[config.mk]
export PLATFORM = sky130hd
export DESIGN_NAME = ldw_seq
export DESIGN_NICKNAME = d
export VERILOG_FILES = /design/src/rtl/ldw_pkg.sv /design/src/rtl/ldw_fifo.sv /design/src/rtl/ldw_seq.sv
export SDC_FILE = /design/constraint.sdc
export NUM_CORES = 1
export LEC_CHECK = 0
export ABC_AREA = 1
export BUFFER_PORTS_ARGS = -buffer_cell sky130_fd_sc_hd__buf_2
export CAP_MARGIN = 30
export CORE_UTILIZATION = 55
export CTS_BUF_LIST = sky130_fd_sc_hd__clkbuf_16
export DETAILED_ROUTE_END_ITERATION = 16
export PLACE_DENSITY = 0.82
export SKIP_LAST_GASP = 1
export SYNTH_ARGS = -nofsm -noshare
export SYNTH_HDL_FRONTEND = slang
export SYNTH_HIERARCHICAL = 1
export SYNTH_SLANG_ARGS = --single-unit
[constraint.sdc]
create_clock -name sys_clk -period 4.3 [get_ports sys_clk]
set_input_delay 0.215 -clock sys_clk [delete_from_list [all_inputs] [get_ports sys_clk]]
set_output_delay 0.215 -clock sys_clk [all_outputs]
set_load 0.02 [all_outputs]
[src/rtl/ldw_pkg.sv]
// Shared constants and types for the LPC DMA write byte sequencer
package ldw_pkg;
   // ==========================================================
   // Field codes on the nibble bus
   localparam logic [3:0] LAD_START = 4'h0;
   localparam logic [2:0] CYC_DMA_WR = 3'h5;
   localparam logic [1:0] SIZE_8BIT = 2'h0;
   localparam logic [3:0] LAD_TAR = 4'hF;
   localparam logic [3:0] SYNC_WAIT = 4'h5;
   localparam logic [3:0] SYNC_MORE = 4'h9;
   localparam logic [3:0] SYNC_DONE = 4'h0;
   // ==========================================================
   // Field positions
   localparam int CHAN_TC_BIT = 3;
   localparam int REQ_BITS = 6;
   // ==========================================================
   // Timing counts in clocks
   localparam logic [1:0] WAIT_LAST = 2'h3;
   localparam logic [3:0] QUIET_CLKS = 4'h8;
   localparam logic [2:0] REQ_LAST = 3'h5;
   // ==========================================================
   // Data buffer shape
   localparam int FIFO_WIDTH = 8;
   localparam int FIFO_DEPTH = 16;
   // ==========================================================
   // Cycle sequencer states
   typedef enum logic [3:0] {
      ST_IDLE,
      ST_CYC,
      ST_CHAN,
      ST_SIZE,
      ST_TAR1,
      ST_TAR2,
      ST_WAIT,
      ST_SYNC,
      ST_DLO,
      ST_DHI,
      ST_TARD
   } ldw_state_t;
endpackage

[src/rtl/ldw_fifo.sv]
// Byte FIFO with registered read data, valid and ready on both sides
`timescale 1ns/1ns
`default_nettype none
module ldw_fifo #(
   parameter int WIDTH = 8,
   parameter int DEPTH = 16
) (
   // Clock and reset
   input wire logic clk,
   input wire logic rst,
   // Fill side
   input wire logic [WIDTH-1:0] in_data,
   input wire logic in_valid,
   output logic in_ready,
   // Drain side
   output logic [WIDTH-1:0] out_data,
   output logic out_valid,
   input wire logic out_ready
);
   localparam int AW = $clog2(DEPTH);
   localparam logic [AW:0] DEPTH_C = (AW+1)'(DEPTH);

   logic [WIDTH-1:0] mem [DEPTH];
   logic [AW-1:0] wr_ptr_r, wr_ptr_nxt, rd_ptr_r, rd_ptr_nxt;
   logic [AW:0] count_r, count_nxt;
   logic [WIDTH-1:0] out_data_r, out_data_nxt;
   logic out_valid_r, out_valid_nxt, in_ready_r, in_ready_nxt;
   logic push, pop;

   // ==========================================================
   // Pointer and level update
   always_comb begin
      push = in_valid && in_ready_r;
      pop = out_ready && out_valid_r;
      wr_ptr_nxt = push ? wr_ptr_r + 1'b1 : wr_ptr_r;
      rd_ptr_nxt = pop ? rd_ptr_r + 1'b1 : rd_ptr_r;
      count_nxt = count_r + (AW+1)'(push) - (AW+1)'(pop);
      out_valid_nxt = (count_nxt != '0);
      in_ready_nxt = (count_nxt != DEPTH_C);
      // Bypass when the word being written is the next head
      if (push && (wr_ptr_r == rd_ptr_nxt)) begin
         out_data_nxt = in_data;
      end else begin
         out_data_nxt = mem[rd_ptr_nxt];
      end
   end

   always_ff @(posedge clk or posedge rst) begin
      if (rst) begin
         wr_ptr_r <= '0;
         rd_ptr_r <= '0;
         count_r <= '0;
         out_data_r <= '0;
         out_valid_r <= 1'b0;
         in_ready_r <= 1'b0;
      end else begin
         wr_ptr_r <= wr_ptr_nxt;
         rd_ptr_r <= rd_ptr_nxt;
         count_r <= count_nxt;
         out_data_r <= out_data_nxt;
         out_valid_r <= out_valid_nxt;
         in_ready_r <= in_ready_nxt;
      end
   end

   always_ff @(posedge clk) begin
      if (push) begin
         mem[wr_ptr_r] <= in_data;
      end
   end

   assign in_ready = in_ready_r;
   assign out_data = out_data_r;
   assign out_valid = out_valid_r;
endmodule
`default_nettype wire

[src/rtl/ldw_seq.sv]
// LPC DMA write byte sequencer, peripheral side
`timescale 1ns/1ns
`default_nettype none
module ldw_seq (
   // Clock and reset
   input wire logic sys_clk,
   input wire logic rst,
   // LPC bus
   input wire logic lframe_n,
   input wire logic [3:0] lad_in,
   output logic [3:0] lad_out,
   output logic lad_oe,
   output logic ldrq_n,
   // Channel control
   input wire logic dma_en,
   input wire logic [2:0] dma_chan,
   output logic xfer_done,
   // Byte source
   input wire logic [7:0] wr_data,
   input wire logic wr_valid,
   output logic wr_ready
);
   // ==========================================================
   // Data buffer
   logic [7:0] fifo_data;
   logic fifo_valid;
   logic fifo_pop;

   ldw_fifo #(
      .WIDTH(ldw_pkg::FIFO_WIDTH),
      .DEPTH(ldw_pkg::FIFO_DEPTH)
   ) ldw_fifo_i (
      .clk(sys_clk),
      .rst(rst),
      .in_data(wr_data),
      .in_valid(wr_valid),
      .in_ready(wr_ready),
      .out_data(fifo_data),
      .out_valid(fifo_valid),
      .out_ready(fifo_pop)
   );

   // ==========================================================
   // Cycle sequencer
   ldw_pkg::ldw_state_t state_r, state_nxt;
   logic [1:0] wcnt_r, wcnt_nxt;
   logic tc_r, tc_nxt;
   logic [7:0] byte_r, byte_nxt;
   logic [3:0] lad_out_r, lad_out_nxt;
   logic lad_oe_r, lad_oe_nxt;
   logic req_pend_r;
   logic [2:0] req_ch_r;
   logic start_seen;

   always_comb begin
      state_nxt = state_r;
      wcnt_nxt = wcnt_r;
      tc_nxt = tc_r;
      byte_nxt = byte_r;
      start_seen = !lframe_n && (lad_in == ldw_pkg::LAD_START);
      case (state_r)
         ldw_pkg::ST_IDLE: begin
            if (start_seen) begin
               state_nxt = ldw_pkg::ST_CYC;
            end
         end
         ldw_pkg::ST_CYC: begin
            if (!lframe_n) begin
               state_nxt = start_seen ? ldw_pkg::ST_CYC : ldw_pkg::ST_IDLE;
            end else if (lad_in[3:1] == ldw_pkg::CYC_DMA_WR) begin
               state_nxt = ldw_pkg::ST_CHAN;
            end else begin
               state_nxt = ldw_pkg::ST_IDLE;
            end
         end
         ldw_pkg::ST_CHAN: begin
            tc_nxt = lad_in[ldw_pkg::CHAN_TC_BIT];
            if (lad_in[2:0] == req_ch_r && req_pend_r && fifo_valid) begin
               state_nxt = ldw_pkg::ST_SIZE;
            end else begin
               state_nxt = ldw_pkg::ST_IDLE;
            end
         end
         ldw_pkg::ST_SIZE: begin
            if (lad_in[1:0] == ldw_pkg::SIZE_8BIT) begin
               state_nxt = ldw_pkg::ST_TAR1;
            end else begin
               state_nxt = ldw_pkg::ST_IDLE;
            end
         end
         ldw_pkg::ST_TAR1: begin
            state_nxt = ldw_pkg::ST_TAR2;
         end
         ldw_pkg::ST_TAR2: begin
            state_nxt = ldw_pkg::ST_WAIT;
            wcnt_nxt = '0;
            byte_nxt = fifo_data;
         end
         ldw_pkg::ST_WAIT: begin
            wcnt_nxt = wcnt_r + 1'b1;
            if (wcnt_r == ldw_pkg::WAIT_LAST) begin
               state_nxt = ldw_pkg::ST_SYNC;
            end
         end
         ldw_pkg::ST_SYNC: begin
            state_nxt = ldw_pkg::ST_DLO;
         end
         ldw_pkg::ST_DLO: begin
            state_nxt = ldw_pkg::ST_DHI;
         end
         ldw_pkg::ST_DHI: begin
            state_nxt = ldw_pkg::ST_TARD;
         end
         ldw_pkg::ST_TARD: begin
            state_nxt = ldw_pkg::ST_IDLE;
         end
         default: begin
            state_nxt = ldw_pkg::ST_IDLE;
         end
      endcase
      // Host abort or restart during the header phase
      if (!lframe_n && state_r != ldw_pkg::ST_IDLE && state_r != ldw_pkg::ST_CYC &&
          state_r < ldw_pkg::ST_WAIT) begin
         state_nxt = start_seen ? ldw_pkg::ST_CYC : ldw_pkg::ST_IDLE;
      end
      // Pin values for the next clock follow the next state
      lad_oe_nxt = 1'b1;
      case (state_nxt)
         ldw_pkg::ST_WAIT: lad_out_nxt = ldw_pkg::SYNC_WAIT;
         ldw_pkg::ST_SYNC: lad_out_nxt = tc_r ? ldw_pkg::SYNC_DONE : ldw_pkg::SYNC_MORE;
         ldw_pkg::ST_DLO: lad_out_nxt = byte_r[3:0];
         ldw_pkg::ST_DHI: lad_out_nxt = byte_r[7:4];
         ldw_pkg::ST_TARD: lad_out_nxt = ldw_pkg::LAD_TAR;
         default: begin
            lad_out_nxt = ldw_pkg::LAD_TAR;
            lad_oe_nxt = 1'b0;
         end
      endcase
   end

   always_ff @(posedge sys_clk or posedge rst) begin
      if (rst) begin
         state_r <= ldw_pkg::ST_IDLE;
         wcnt_r <= '0;
         tc_r <= 1'b0;
         byte_r <= '0;
         lad_out_r <= ldw_pkg::LAD_TAR;
         lad_oe_r <= 1'b0;
      end else begin
         state_r <= state_nxt;
         wcnt_r <= wcnt_nxt;
         tc_r <= tc_nxt;
         byte_r <= byte_nxt;
         lad_out_r <= lad_out_nxt;
         lad_oe_r <= lad_oe_nxt;
      end
   end

   assign fifo_pop = (state_r == ldw_pkg::ST_DHI);

   // ==========================================================
   // Serial request and channel progress
   logic req_pend_nxt;
   logic [2:0] req_ch_nxt;
   logic shifting_r, shifting_nxt;
   logic [ldw_pkg::REQ_BITS-1:0] sh_r, sh_nxt;
   logic [2:0] sh_cnt_r, sh_cnt_nxt;
   logic [3:0] quiet_r, quiet_nxt;
   logic ldrq_n_r, ldrq_n_nxt;
   logic done_r, done_nxt;

   always_comb begin
      req_pend_nxt = req_pend_r;
      req_ch_nxt = req_ch_r;
      shifting_nxt = shifting_r;
      sh_nxt = sh_r;
      sh_cnt_nxt = sh_cnt_r;
      quiet_nxt = (quiet_r != '0) ? quiet_r - 1'b1 : quiet_r;
      done_nxt = 1'b0;
      if (shifting_r) begin
         if (sh_cnt_r == ldw_pkg::REQ_LAST) begin
            shifting_nxt = 1'b0;
            req_pend_nxt = 1'b1;
         end else begin
            sh_nxt = {sh_r[ldw_pkg::REQ_BITS-2:0], 1'b1};
            sh_cnt_nxt = sh_cnt_r + 1'b1;
         end
      end else if (!req_pend_r && quiet_r == '0 && dma_en && fifo_valid) begin
         shifting_nxt = 1'b1;
         req_ch_nxt = dma_chan;
         sh_nxt = {1'b0, dma_chan, 1'b1, 1'b1};
         sh_cnt_nxt = '0;
      end
      // Progress stays pending until the sync of the terminal count byte
      if (state_r == ldw_pkg::ST_SYNC && tc_r) begin
         req_pend_nxt = 1'b0;
         quiet_nxt = ldw_pkg::QUIET_CLKS;
         done_nxt = 1'b1;
      end
      ldrq_n_nxt = shifting_nxt ? sh_nxt[ldw_pkg::REQ_BITS-1] : 1'b1;
   end

   always_ff @(posedge sys_clk or posedge rst) begin
      if (rst) begin
         req_pend_r <= 1'b0;
         req_ch_r <= '0;
         shifting_r <= 1'b0;
         sh_r <= '1;
         sh_cnt_r <= '0;
         quiet_r <= '0;
         ldrq_n_r <= 1'b1;
         done_r <= 1'b0;
      end else begin
         req_pend_r <= req_pend_nxt;
         req_ch_r <= req_ch_nxt;
         shifting_r <= shifting_nxt;
         sh_r <= sh_nxt;
         sh_cnt_r <= sh_cnt_nxt;
         quiet_r <= quiet_nxt;
         ldrq_n_r <= ldrq_n_nxt;
         done_r <= done_nxt;
      end
   end

   assign lad_out = lad_out_r;
   assign lad_oe = lad_oe_r;
   assign ldrq_n = ldrq_n_r;
   assign xfer_done = done_r;
endmodule
`default_nettype wire

==> results of run 1 <==
==> worst min-delay path, delay by kind of cell <==
kind	cells	cell delay (ns)
buffers and inverters	2	0.17
AO/OA/AOI/OAI	1	0.08
==> cells by family (layout without fill, tap and decap cells) <==
family	count (synthesis)	after routing
multiplexers	6	6
AND/OR/NAND/NOR	421	421
flip-flops	190	190
adder cells (fa/ha/maj)	16	16
XOR/XNOR	11	11
buffers and inverters	168	204
AO/OA/AOI/OAI	37	37
==> cell usage after synthesis (all sizes together) <==
master	instances	share of area
mux2	6	0.0077
a211o	1	0.0010
nor3b	1	0.0021
fa	1	0.0023
o21ai	14	0.0080
o31ai	1	0.00086
a21oi	14	0.0093
inv	137	0.059
clkinv	1	0.00043
nand4	4	0.0029
edfxtp	128	0.44
or2	1	0.00071
a22o	1	0.0010
nand2	164	0.075
nor3	4	0.0036
buf	30	0.016
dfstp	10	0.030
dfrtp	52	0.15
nand3b	49	0.042
o211ai	4	0.0034
xnor2	3	0.0030
o221ai	1	0.0010
nor2	44	0.022
ha	15	0.021
xor2	8	0.010
nand3	154	0.089
o22ai	1	0.00071
==> routing by layer <==
metal | track usage | routed length, um
met1 | 0.3282 | 7795
met5 | 0 | 0
met2 | 0.3959 | 9051
met4 | 0.09550 | 379
met3 | 0.05342 | 1333
==> registers in the layout (all words and copies together), names as in the netlist, 2 cells and up <==
signal / flops
ldw_fifo_i/mem: 128
sh_r: 5
req_ch_r: 3
lad_out: 4
ldw_fifo_i/rd_ptr_r: 4
state_r: 4
byte_r: 8
quiet_r: 4
ldw_fifo_i/out_data: 8
sh_cnt_r: 3
wcnt_r: 2
ldw_fifo_i/wr_ptr_r: 4
ldw_fifo_i/count_r: 5
==> how the worst max path moves through the flow <==
stage,cells after the start,end
floorplan,15,ldw_fifo_i/out_valid$_DFF_PP0_
global placement,13,ldw_fifo_i/out_data[0]$_DFF_PP0_
detailed placement,15,ldw_fifo_i/out_valid$_DFF_PP0_
CTS,15,ldw_fifo_i/out_valid$_DFF_PP0_
global route,13,ldw_fifo_i/out_data[1]$_DFF_PP0_
finish,13,ldw_fifo_i/out_data[0]$_DFF_PP0_
==> area by class of cell <==
class,count,area (um^2)
clock inverter,15,176.4
tap,211,264.0
inverter,138,518.0
multi-input combinational,491,2699
sequential,190,5408
fill,1186,5690
timing repair buffer,34,190.2
clock buffer,17,425.4
==> stage by stage <==
| step | setup slack, ns | total power, mW | std cells | cell area, um^2 |
|---|---|---|---|---|
| final | 1.447 | 5.044 | 1096 | 9681 |
| after global routing | 1.318 | 5.308 | 1096 | 9681 |
| after CTS | 1.511 | 5.066 | 1096 | 9681 |
| after detailed placement | 1.561 | 3.477 | 1063 | 9069 |
| after global placement | 1.680 | 3.421 | 1063 | 9069 |
| after floorplan | 1.857 | 3.190 | 849 | 8757 |
==> where the power goes <==
part           internal (mW)  leakage, nW  total (mW)  switching [mW]
logic                  0.353         2.06        1.07           0.713
registers               2.25         1.90        2.39           0.137
clock network          0.877        0.288        1.59           0.712
total                   3.48         4.25        5.04            1.56
==> metrics, run 1 <==
status=completed; latest clock arrival within the worst-skew pair=between 0.4 and 0.5 ns; maxcap violations=0; routed len/inst=between 15 and 20 um; Hold Crit Endpoint=req_ch_r[2]$_DFFE_PP0P_; slew at the pin closest to its max-slew limit=about 0.9 ns; XOR/XNOR Fraction of Synth Area=0.01314; Post-Synth Adder-Cell Area=0.02372; register bit total from synthesis=190; drt total wl=18560 um; DR vias=6078; cell mode on critical path=nand2_1; PostCTS Resize Cnt=0; Cell variety after synth=38; Starting Density=0.5697; worst hold start=dma_chan[2]; post-CTS setup buffer count=0; post-synthesis compound-gate area fraction=0.02529; Die Span Y=roughly 130 um; starting DRC count in detailed routing=just over 600; CP endpoint kind=flip-flop; worst vdd ir=340.3 uV; Leak=around 4.3 nW; Port Buf Inserts=27; CTS sink count=190; worst path cell trace=inv_1, nor2_1, nand2_1, inv_1, nand2_2, o21ai_2, buf_4, nand3_1, nand3_1, nand3_1, nand2_1, nand2_1, nand2_1; simple-gate area share of the yosys netlist=0.2373; CTS H-tree depth=4; Tcrit/Tclk final=0.6635; syn nets=885; Hold-fix buffers, CTS=1; total core area=around 0.015 mm^2; utilization after layout=0.6298; global route overflow=0; CTS Buf Count=17; final hold violations=0; largest net degree at the start of global routing=65; CP startpoint kind=flip-flop; Hold WC Path Type=input port to flip-flop; most frequent cells in the layout=nand2_1 (152), nand3_1 (152), inv_1 (132); buffer and inverter count on the worst path=3; HPWL Detailed=11470 um; first-pass iteration count of the detailed router=7; clk buf depth=2; CTS tree=built; Max Fclk=approximately 350 MHz; crit path kind=flip-flop to flip-flop; synthesis-to-finish area growth=10.54%; RSZ-0062 raised after global routing=no; crit-path max FO=18; clk root buf=clkbuf_16; Final min period=2.853 ns; max_slew headroom=0.3934; Tot GR Track Use=0.2461; PD cells=around 520 mW/mm^2; Post-route DRC=0; layout cell share with drive strength beyond 1=0.1277; Diodes inserted=0; final setup vio count=0; largest family of logic cells by synthesized area=simple AND/OR/NAND/NOR gates; row count=45; clk_skew=a little over 0.009 ns; Ports=28; initial antenna violation count=0; worst reg2reg path depth=13; Via density=about 5.5; CP Launch Point=state_r[0]$_DFF_PP0_; multiplexer area fraction after synthesis=0.007715; cells after synthesis=~850; Slew Limit Fails=0; Ys Warns=6; sequential share of the synthesized area=0.6175; NumNets Final=about 900; DIE AREA=approximately 0.016 mm^2; Mapped Area=around 0.0088 mm^2; hold depth=3; CTS clk-pin slew, worst paths=roughly 0.070 ns; final setup TNS=0 ns; Arr. time, crit path=approximately 3.2 ns; vias in the first global route=roughly 5.9k; reg-to-reg endpoint=ldw_fifo_i/out_data[0]$_DFF_PP0_; flop-to-flop setup slack=1.45 ns; Critical Path Max Stage Delay=between 0.6 and 0.7 ns; crit-path leading delay family=simple AND/OR/NAND/NOR gates; syn_area_per_cell=10.31 um^2; CP required=approximately 4.7 ns; Critical-path top delay cell=o21ai_2; Worst Hold Slack=0.06734 ns; global-route wire length before repair=between 30000 and 40000 um; r2r startpoint=state_r[0]$_DFF_PP0_; die width=roughly 130 um; DRT antenna net count=0; GPL Wtd Cong=0.9086
Power figures use the tool's default switching activity.
==> run 2, diff against run 1 <==
--- a/config.mk
+++ b/config.mk
@@ -11,7 +11,7 @@
 export CORE_UTILIZATION = 55
 export CTS_BUF_LIST = sky130_fd_sc_hd__clkbuf_16
 export DETAILED_ROUTE_END_ITERATION = 16
-export PLACE_DENSITY = 0.82
+export PLACE_DENSITY = 0.85
 export SKIP_LAST_GASP = 1
 export SYNTH_ARGS = -nofsm -noshare
 export SYNTH_HDL_FRONTEND = slang
==> constraint.sdc (replaced) <==
create_clock -name sys_clk -period 2.34 [get_ports sys_clk]
set_input_delay 0.117 -clock sys_clk [delete_from_list [all_inputs] [get_ports sys_clk]]
set_output_delay 0.117 -clock sys_clk [all_outputs]
set_load 0.02 [all_outputs]
==> metrics, run 2 (same netlist as run 1, synthesis figures left out) <==
final instance area=0.01029 mm^2 (+6.3%); CP startpoint kind=flip-flop; latest clock arrival within the worst-skew pair=0.43 ns (about the same); max_slew headroom=0.4121 (+0.01863); Ports=28 (unchanged); Leak=4.581 nW (+7.7%); Diodes inserted=0 (unchanged); NumNets Final=963 (+6.1%); crit-path leading delay family=adder cells; total core area=0.01537 mm^2 (unchanged); buffer and inverter count on the worst path=5 (+2); Post-route DRC=0 (unchanged); largest net degree at the start of global routing=65 (unchanged); clk root buf=clkbuf_16; Critical-path top delay cell=dfrtp_1; maxcap violations=0 (unchanged); Cell Area, Placed=0.009354 mm^2 (+3.1%); initial antenna violation count=0 (unchanged); DRT antenna net count=0 (unchanged); final setup TNS=-0.004335 ns (-0.004335 ns); commonest non-fill, non-tap cell in the layout=nand3_1; met1 GRT Util=0.3166 (-0.01158); CTS H-tree depth=4 (unchanged); CP endpoint kind=flip-flop; crit-path max FO=3 (-15); CTS clk-pin slew, worst paths=0.07 ns (about the same); max FFs per register=128 (unchanged); cell mode on critical path=inv_2; PD cells=933.1 mW/mm^2 (+79%); HPWL Detailed=11730 um (+2.3%); clk_skew=0.009301 ns (+0.00006423 ns); GRT met2 Usage=0.4219 (+0.02607); layout cell share with drive strength beyond 1=0.1979 (+0.07019); GPL Wtd Cong=0.9098 (+0.13%); Die Span Y=128.2 um (unchanged); Worst Hold Slack=0.02001 ns (-0.04733 ns); final setup vio count=1 (+1); Arr. time, crit path=2.65 ns (-0.58 ns); DIE AREA=0.01643 mm^2 (unchanged); Tot GR Track Use=0.2547 (+0.008549); Tcrit/Tclk final=1.002 (+0.3384); Hold WC Path Type=input port to flip-flop; synthesis-to-finish area growth=17.50%; Via density=5.631 (+1.5%); met3 Resource Use GR=0.06845 (+0.01503); CP required=2.64 ns (-2.04 ns); utilization after layout=0.6694 (+0.03964); worst vdd ir=839.9 uV (+150%); worst path cell trace=inv_2, nor2_4, nand2_2, inv_2, nand2_2, inv_2, ha_4, inv_2, ha_4, inv_2, fa_2, o21ai_2, a21oi_2, xor2_1, nand3b_1; row count=45 (unchanged); Setup WS post-layout=-0.004335 ns (-1.451 ns); global-route wire length before repair=31330 um (+3.5%); crit path kind=flip-flop to flip-flop; Starting Density=0.5697 (unchanged); vias in the first global route=6235 (+6.0%); busiest grt layer=met2; FILL cells=1042 (-12%); Storage cell area=0.005408 mm^2 (unchanged); starting DRC count in detailed routing=681 (+9.7%); Port Buf Inserts=27 (unchanged); Final min period=2.344 ns (-0.5086 ns); CTS Buf Count=17 (unchanged); global route overflow=0 (unchanged); CTS tree=built; Max Fclk=426.6 MHz (+22%); CTS sink count=190 (unchanged); area of the multi-input gates=0.002816 mm^2 (+4.4%); Slew Limit Fails=0 (unchanged); slew at the pin closest to its max-slew limit=0.8810 ns (-0.02243 ns); status=finished with violations; DR vias=6481 (+6.6%); most frequent cells in the layout=nand3_1 (150), nand2_1 (146), inv_1 (129); clk buf depth=2 (unchanged); Critical Path Max Stage Delay=0.38 ns (-0.29 ns); routed len/inst=17.63 um (+4.1%); drt total wl=20290 um (+9.3%); first-pass iteration count of the detailed router=7 (unchanged); RSZ-0062 raised after global routing=yes; final hold violations=0 (unchanged); die width=128.2 um (unchanged); failing checks=negative setup slack; Reg with most FFs=ldw_fifo_i/mem
==> run 2: per-stage QoR <==
stage	std cells	setup WS [ns]	power, mW
after floorplan	849	0.002711	5.884
after global placement	1093	0.05507	6.405
after detailed placement	1093	-0.1060	6.535
after CTS	1146	0.002216	9.370
after global routing	1151	-0.07856	10.04
final	1151	-0.004335	9.601
==> run 2: worst register-to-register path, delay by kind of cell, from the launching register on <==
kind | cells | cell delay, ns
AOI/OAI and AO/OA | 2 | 0.25
buffers and inverters | 5 | 0.32
adders and majority gates | 3 | 0.67
and+or+nand+nor | 4 | 0.43
xor gates and xnor gates | 1 | 0.16
DFF | 1 | 0.38
==> run 2: what timing repair did <==
item,4_1_cts,5_1_grt
hold buffers,4,0
gates cloned,0,2
hold endpoints to repair,57,0
buffers inserted,17,4
gates resized for setup,7,24
pin swaps,6,13
endpoints found under the setup margin,2,15
==> run 2: final cells by class <==
class,instances,share of cell area
Multi-Input combinational cell,491,0.2737
Sequential cell,190,0.5255
Timing Repair Buffer,89,0.06834
Clock buffer,20,0.04864
Clock inverter,12,0.007782
Inverter,138,0.05034
Tap cell,211,0.02566
==> run 2: per-layer routing <==
metal | wire length (um) | share of wire
met5 | 0 | 0
met3 | 1677 | 0.083
met4 | 531 | 0.026
met1 | 7932 | 0.39
met2 | 10150 | 0.50
==> run 2: final timing paths <==
check | from | end | slack, ns | cells after the start
setup reg to reg | state_r[3]$_DFF_PP0_ | ldw_fifo_i/out_valid$_DFF_PP0_ | -0.004 | 15
hold reg to reg | ldw_fifo_i/out_data[1]$_DFF_PP0_ | byte_r[1]$_DFFE_PP0P_ | 0.49 | 1
setup / recovery | state_r[3]$_DFF_PP0_ | ldw_fifo_i/out_valid$_DFF_PP0_ | -0.004 | 15
max in group asynchronous | rst | ldw_fifo_i/out_data[6]$_DFF_PP0_ | 1.36 | 3
min in group asynchronous | rst | req_ch_r[1]$_DFFE_PP0P_ | 0.37 | 4
hold / removal | dma_chan[0] | sh_r[2]$_DFFE_PP1P_ | 0.02 | 3
==> run 2: where the power goes <==
group | switching [mW] | total (mW) | internal, mW
logic | 1.50 | 2.38 | 0.876
registers | 0.260 | 4.39 | 4.13
clock network | 1.27 | 2.83 | 1.55
total | 3.04 | 9.60 | 6.56
==> run 3, diff against run 2 <==
--- a/config.mk
+++ b/config.mk
@@ -11,7 +11,8 @@
 export CORE_UTILIZATION = 55
 export CTS_BUF_LIST = sky130_fd_sc_hd__clkbuf_16
 export DETAILED_ROUTE_END_ITERATION = 16
-export PLACE_DENSITY = 0.85
+export HOLD_SLACK_MARGIN = 0.02
+export PLACE_DENSITY = 0.82
 export SKIP_LAST_GASP = 1
 export SYNTH_ARGS = -nofsm -noshare
 export SYNTH_HDL_FRONTEND = slang
==> constraint.sdc (replaced) <==
create_clock -name sys_clk -period 2.33 [get_ports sys_clk]
set_input_delay 0.1165 -clock sys_clk [delete_from_list [all_inputs] [get_ports sys_clk]]
set_output_delay 0.1165 -clock sys_clk [all_outputs]
set_load 0.02 [all_outputs]
==> metrics, run 3 (same netlist as run 1, synthesis figures left out) <==
starting DRC count in detailed routing=529 (-22%); global-route wire length before repair=29750 um (-5.0%); NumNets Final=956 (-0.73%); DR vias=6179 (-4.7%); final instance area=0.01018 mm^2 (-1.1%); area of the multi-input gates=0.002749 mm^2 (-2.4%); DRT antenna net count=0 (unchanged); GPL Wtd Cong=0.8953 (-1.6%); Cell Area, Placed=0.009392 mm^2 (+0.40%); synthesis-to-finish area growth=16.20%; Reg with most FFs=ldw_fifo_i/mem; max_slew headroom=0.4260 (+0.01392); Port Buf Inserts=27 (unchanged); CTS sink count=190 (unchanged); Critical Path Max Stage Delay=0.41 ns (+0.03 ns); Post-route DRC=0 (unchanged); initial antenna violation count=0 (unchanged); HPWL Detailed=11620 um (-0.95%); CTS H-tree depth=4 (unchanged); CP endpoint kind=flip-flop; clk buf depth=2 (unchanged); max FFs per register=128 (unchanged); largest net degree at the start of global routing=41 (-37%); met1 GRT Util=0.2999 (-0.01669); Leak=4.526 nW (-1.2%); CTS clk-pin slew, worst paths=0.07 ns (about the same); CTS Buf Count=17 (unchanged); RSZ-0062 raised after global routing=yes; row count=45 (unchanged); Max Fclk=443.4 MHz (+3.9%); busiest grt layer=met2; drt total wl=18730 um (-7.7%); FILL cells=1066 (+2.3%); clk root buf=clkbuf_16; worst path cell trace=nor2_4, nand2_2, inv_2, nand2_2, inv_2, ha_4, inv_2, ha_4, inv_2, fa_2, o21ai_1, a21oi_1, xor2_1, nand3b_1; CP startpoint kind=flip-flop; Tcrit/Tclk final=0.9679 (-0.03391); layout cell share with drive strength beyond 1=0.1790 (-0.01888); maxcap violations=0 (unchanged); Ports=28 (unchanged); met3 Resource Use GR=0.05634 (-0.01210); status=completed; crit-path max FO=3 (unchanged); Via density=5.401 (-4.1%); Starting Density=0.5697 (unchanged); first-pass iteration count of the detailed router=5 (-2); CP required=2.64 ns (about the same); commonest non-fill, non-tap cell in the layout=nand3_1; final setup vio count=0 (-1); vias in the first global route=6093 (-2.3%); Worst Hold Slack=0.06976 ns (+0.04975 ns); latest clock arrival within the worst-skew pair=0.44 ns (about the same); clk_skew=0.01213 ns (+0.002833 ns); crit path kind=flip-flop to flip-flop; global route overflow=0 (unchanged); worst vdd ir=622.7 uV (-26%); slew at the pin closest to its max-slew limit=0.8601 ns (-0.02086 ns); final hold violations=0 (unchanged); GRT met2 Usage=0.4057 (-0.01622); Hold WC Path Type=input port to flip-flop; routed len/inst=16.37 um (-7.1%); Critical-path top delay cell=dfrtp_1; Diodes inserted=0 (unchanged); DIE AREA=0.01643 mm^2 (unchanged); PD cells=949.4 mW/mm^2 (+1.7%); Die Span Y=128.2 um (unchanged); die width=128.2 um (unchanged); Storage cell area=0.005408 mm^2 (unchanged); Slew Limit Fails=0 (unchanged); Final min period=2.255 ns (-0.08903 ns); Arr. time, crit path=2.56 ns (-0.09 ns); Tot GR Track Use=0.2431 (-0.01164); cell mode on critical path=inv_2; total core area=0.01537 mm^2 (unchanged); most frequent cells in the layout=nand3_1 (152), nand2_1 (151), inv_1 (129); CTS tree=built
run 3: cell count changes in the layout (fill, tap and decap cells not counted), sizes merged:
cell	before	now
buf	83	77
clkbuf	22	17
bufinv	0	3
clkinvlp	2	1
dlygate4sd3	4	5
inv	144	145
run 3: layout make-up:
type,instances,area share
clock buffer,17,0.04181
clock inverter,15,0.01980
inverter,138,0.05090
multi-input combinational,491,0.2701
timing repair buffer,82,0.06000
tap,211,0.02594
sequential,190,0.5314
run 3: power by group:
| group | internal (mW) | switching, mW | total [mW] |
|---|---|---|---|
| Sequential | 4.15 | 0.244 | 4.39 |
| Combinational | 0.833 | 1.39 | 2.23 |
| Clock | 1.73 | 1.31 | 3.04 |
| Total | 6.71 | 2.95 | 9.66 |
run 3: repair_timing:
action / CTS / global route
gates resized for setup: 8 / 3
hold endpoints to repair: 59 / 0
hold buffers: 5 / 0
pin swaps: 5 / 8
endpoints found under the setup margin: 2 / 3
setup buffers: 6 / 3
run 3: stage by stage:
step	power, mW	TNS [ns]	utilization	worst slack (ns)	std cells
detailed placement	6.566	-0.1236	0.6110	-0.06300	1098
finish	9.661	0	0.6620	0.07469	1144
global route	10.13	-0.06179	0.6620	-0.03468	1144
global placement	6.466	0	0.6110	0.04208	1098
CTS	9.636	0	0.6591	0.01197	1141
floorplan	5.909	-0.007290	-	-0.007290	849
run 3: path summary, 6_finish.rpt:
path                                                   from                            endpoint  slack [ns]  cells past startpoint
setup reg to reg                       state_r[2]$_DFF_PP0_      ldw_fifo_i/out_valid$_DFF_PP0_        0.07                     14
setup / recovery                       state_r[2]$_DFF_PP0_      ldw_fifo_i/out_valid$_DFF_PP0_        0.07                     14
max in group asynchronous                               rst  ldw_fifo_i/wr_ptr_r[1]$_DFFE_PP0P_        1.38                      3
hold reg to reg            ldw_fifo_i/out_data[6]$_DFF_PP0_               byte_r[6]$_DFFE_PP0P_        0.49                      1
hold / removal                                    lad_in[0]                state_r[2]$_DFF_PP0_        0.07                      4
min in group asynchronous                               rst             sh_cnt_r[0]$_DFFE_PP0P_        0.35                      4
run 3: worst max-delay path, delay by kind of cell (launching register included):
family	cells	cell delay [ns]
xor+xnor	1	0.16
compound gates	2	0.24
simple gates	4	0.42
flops	1	0.41
fa+ha+maj	3	0.67
buf+inv	4	0.24
run 3: routing by layer:
metal / up-vias / wire (um)
li1: 2961 / -
met1: 2920 / 7662
met2: 251 / 9188
met3: 47 / 1365
met4: 0 / 510
met5: - / 0
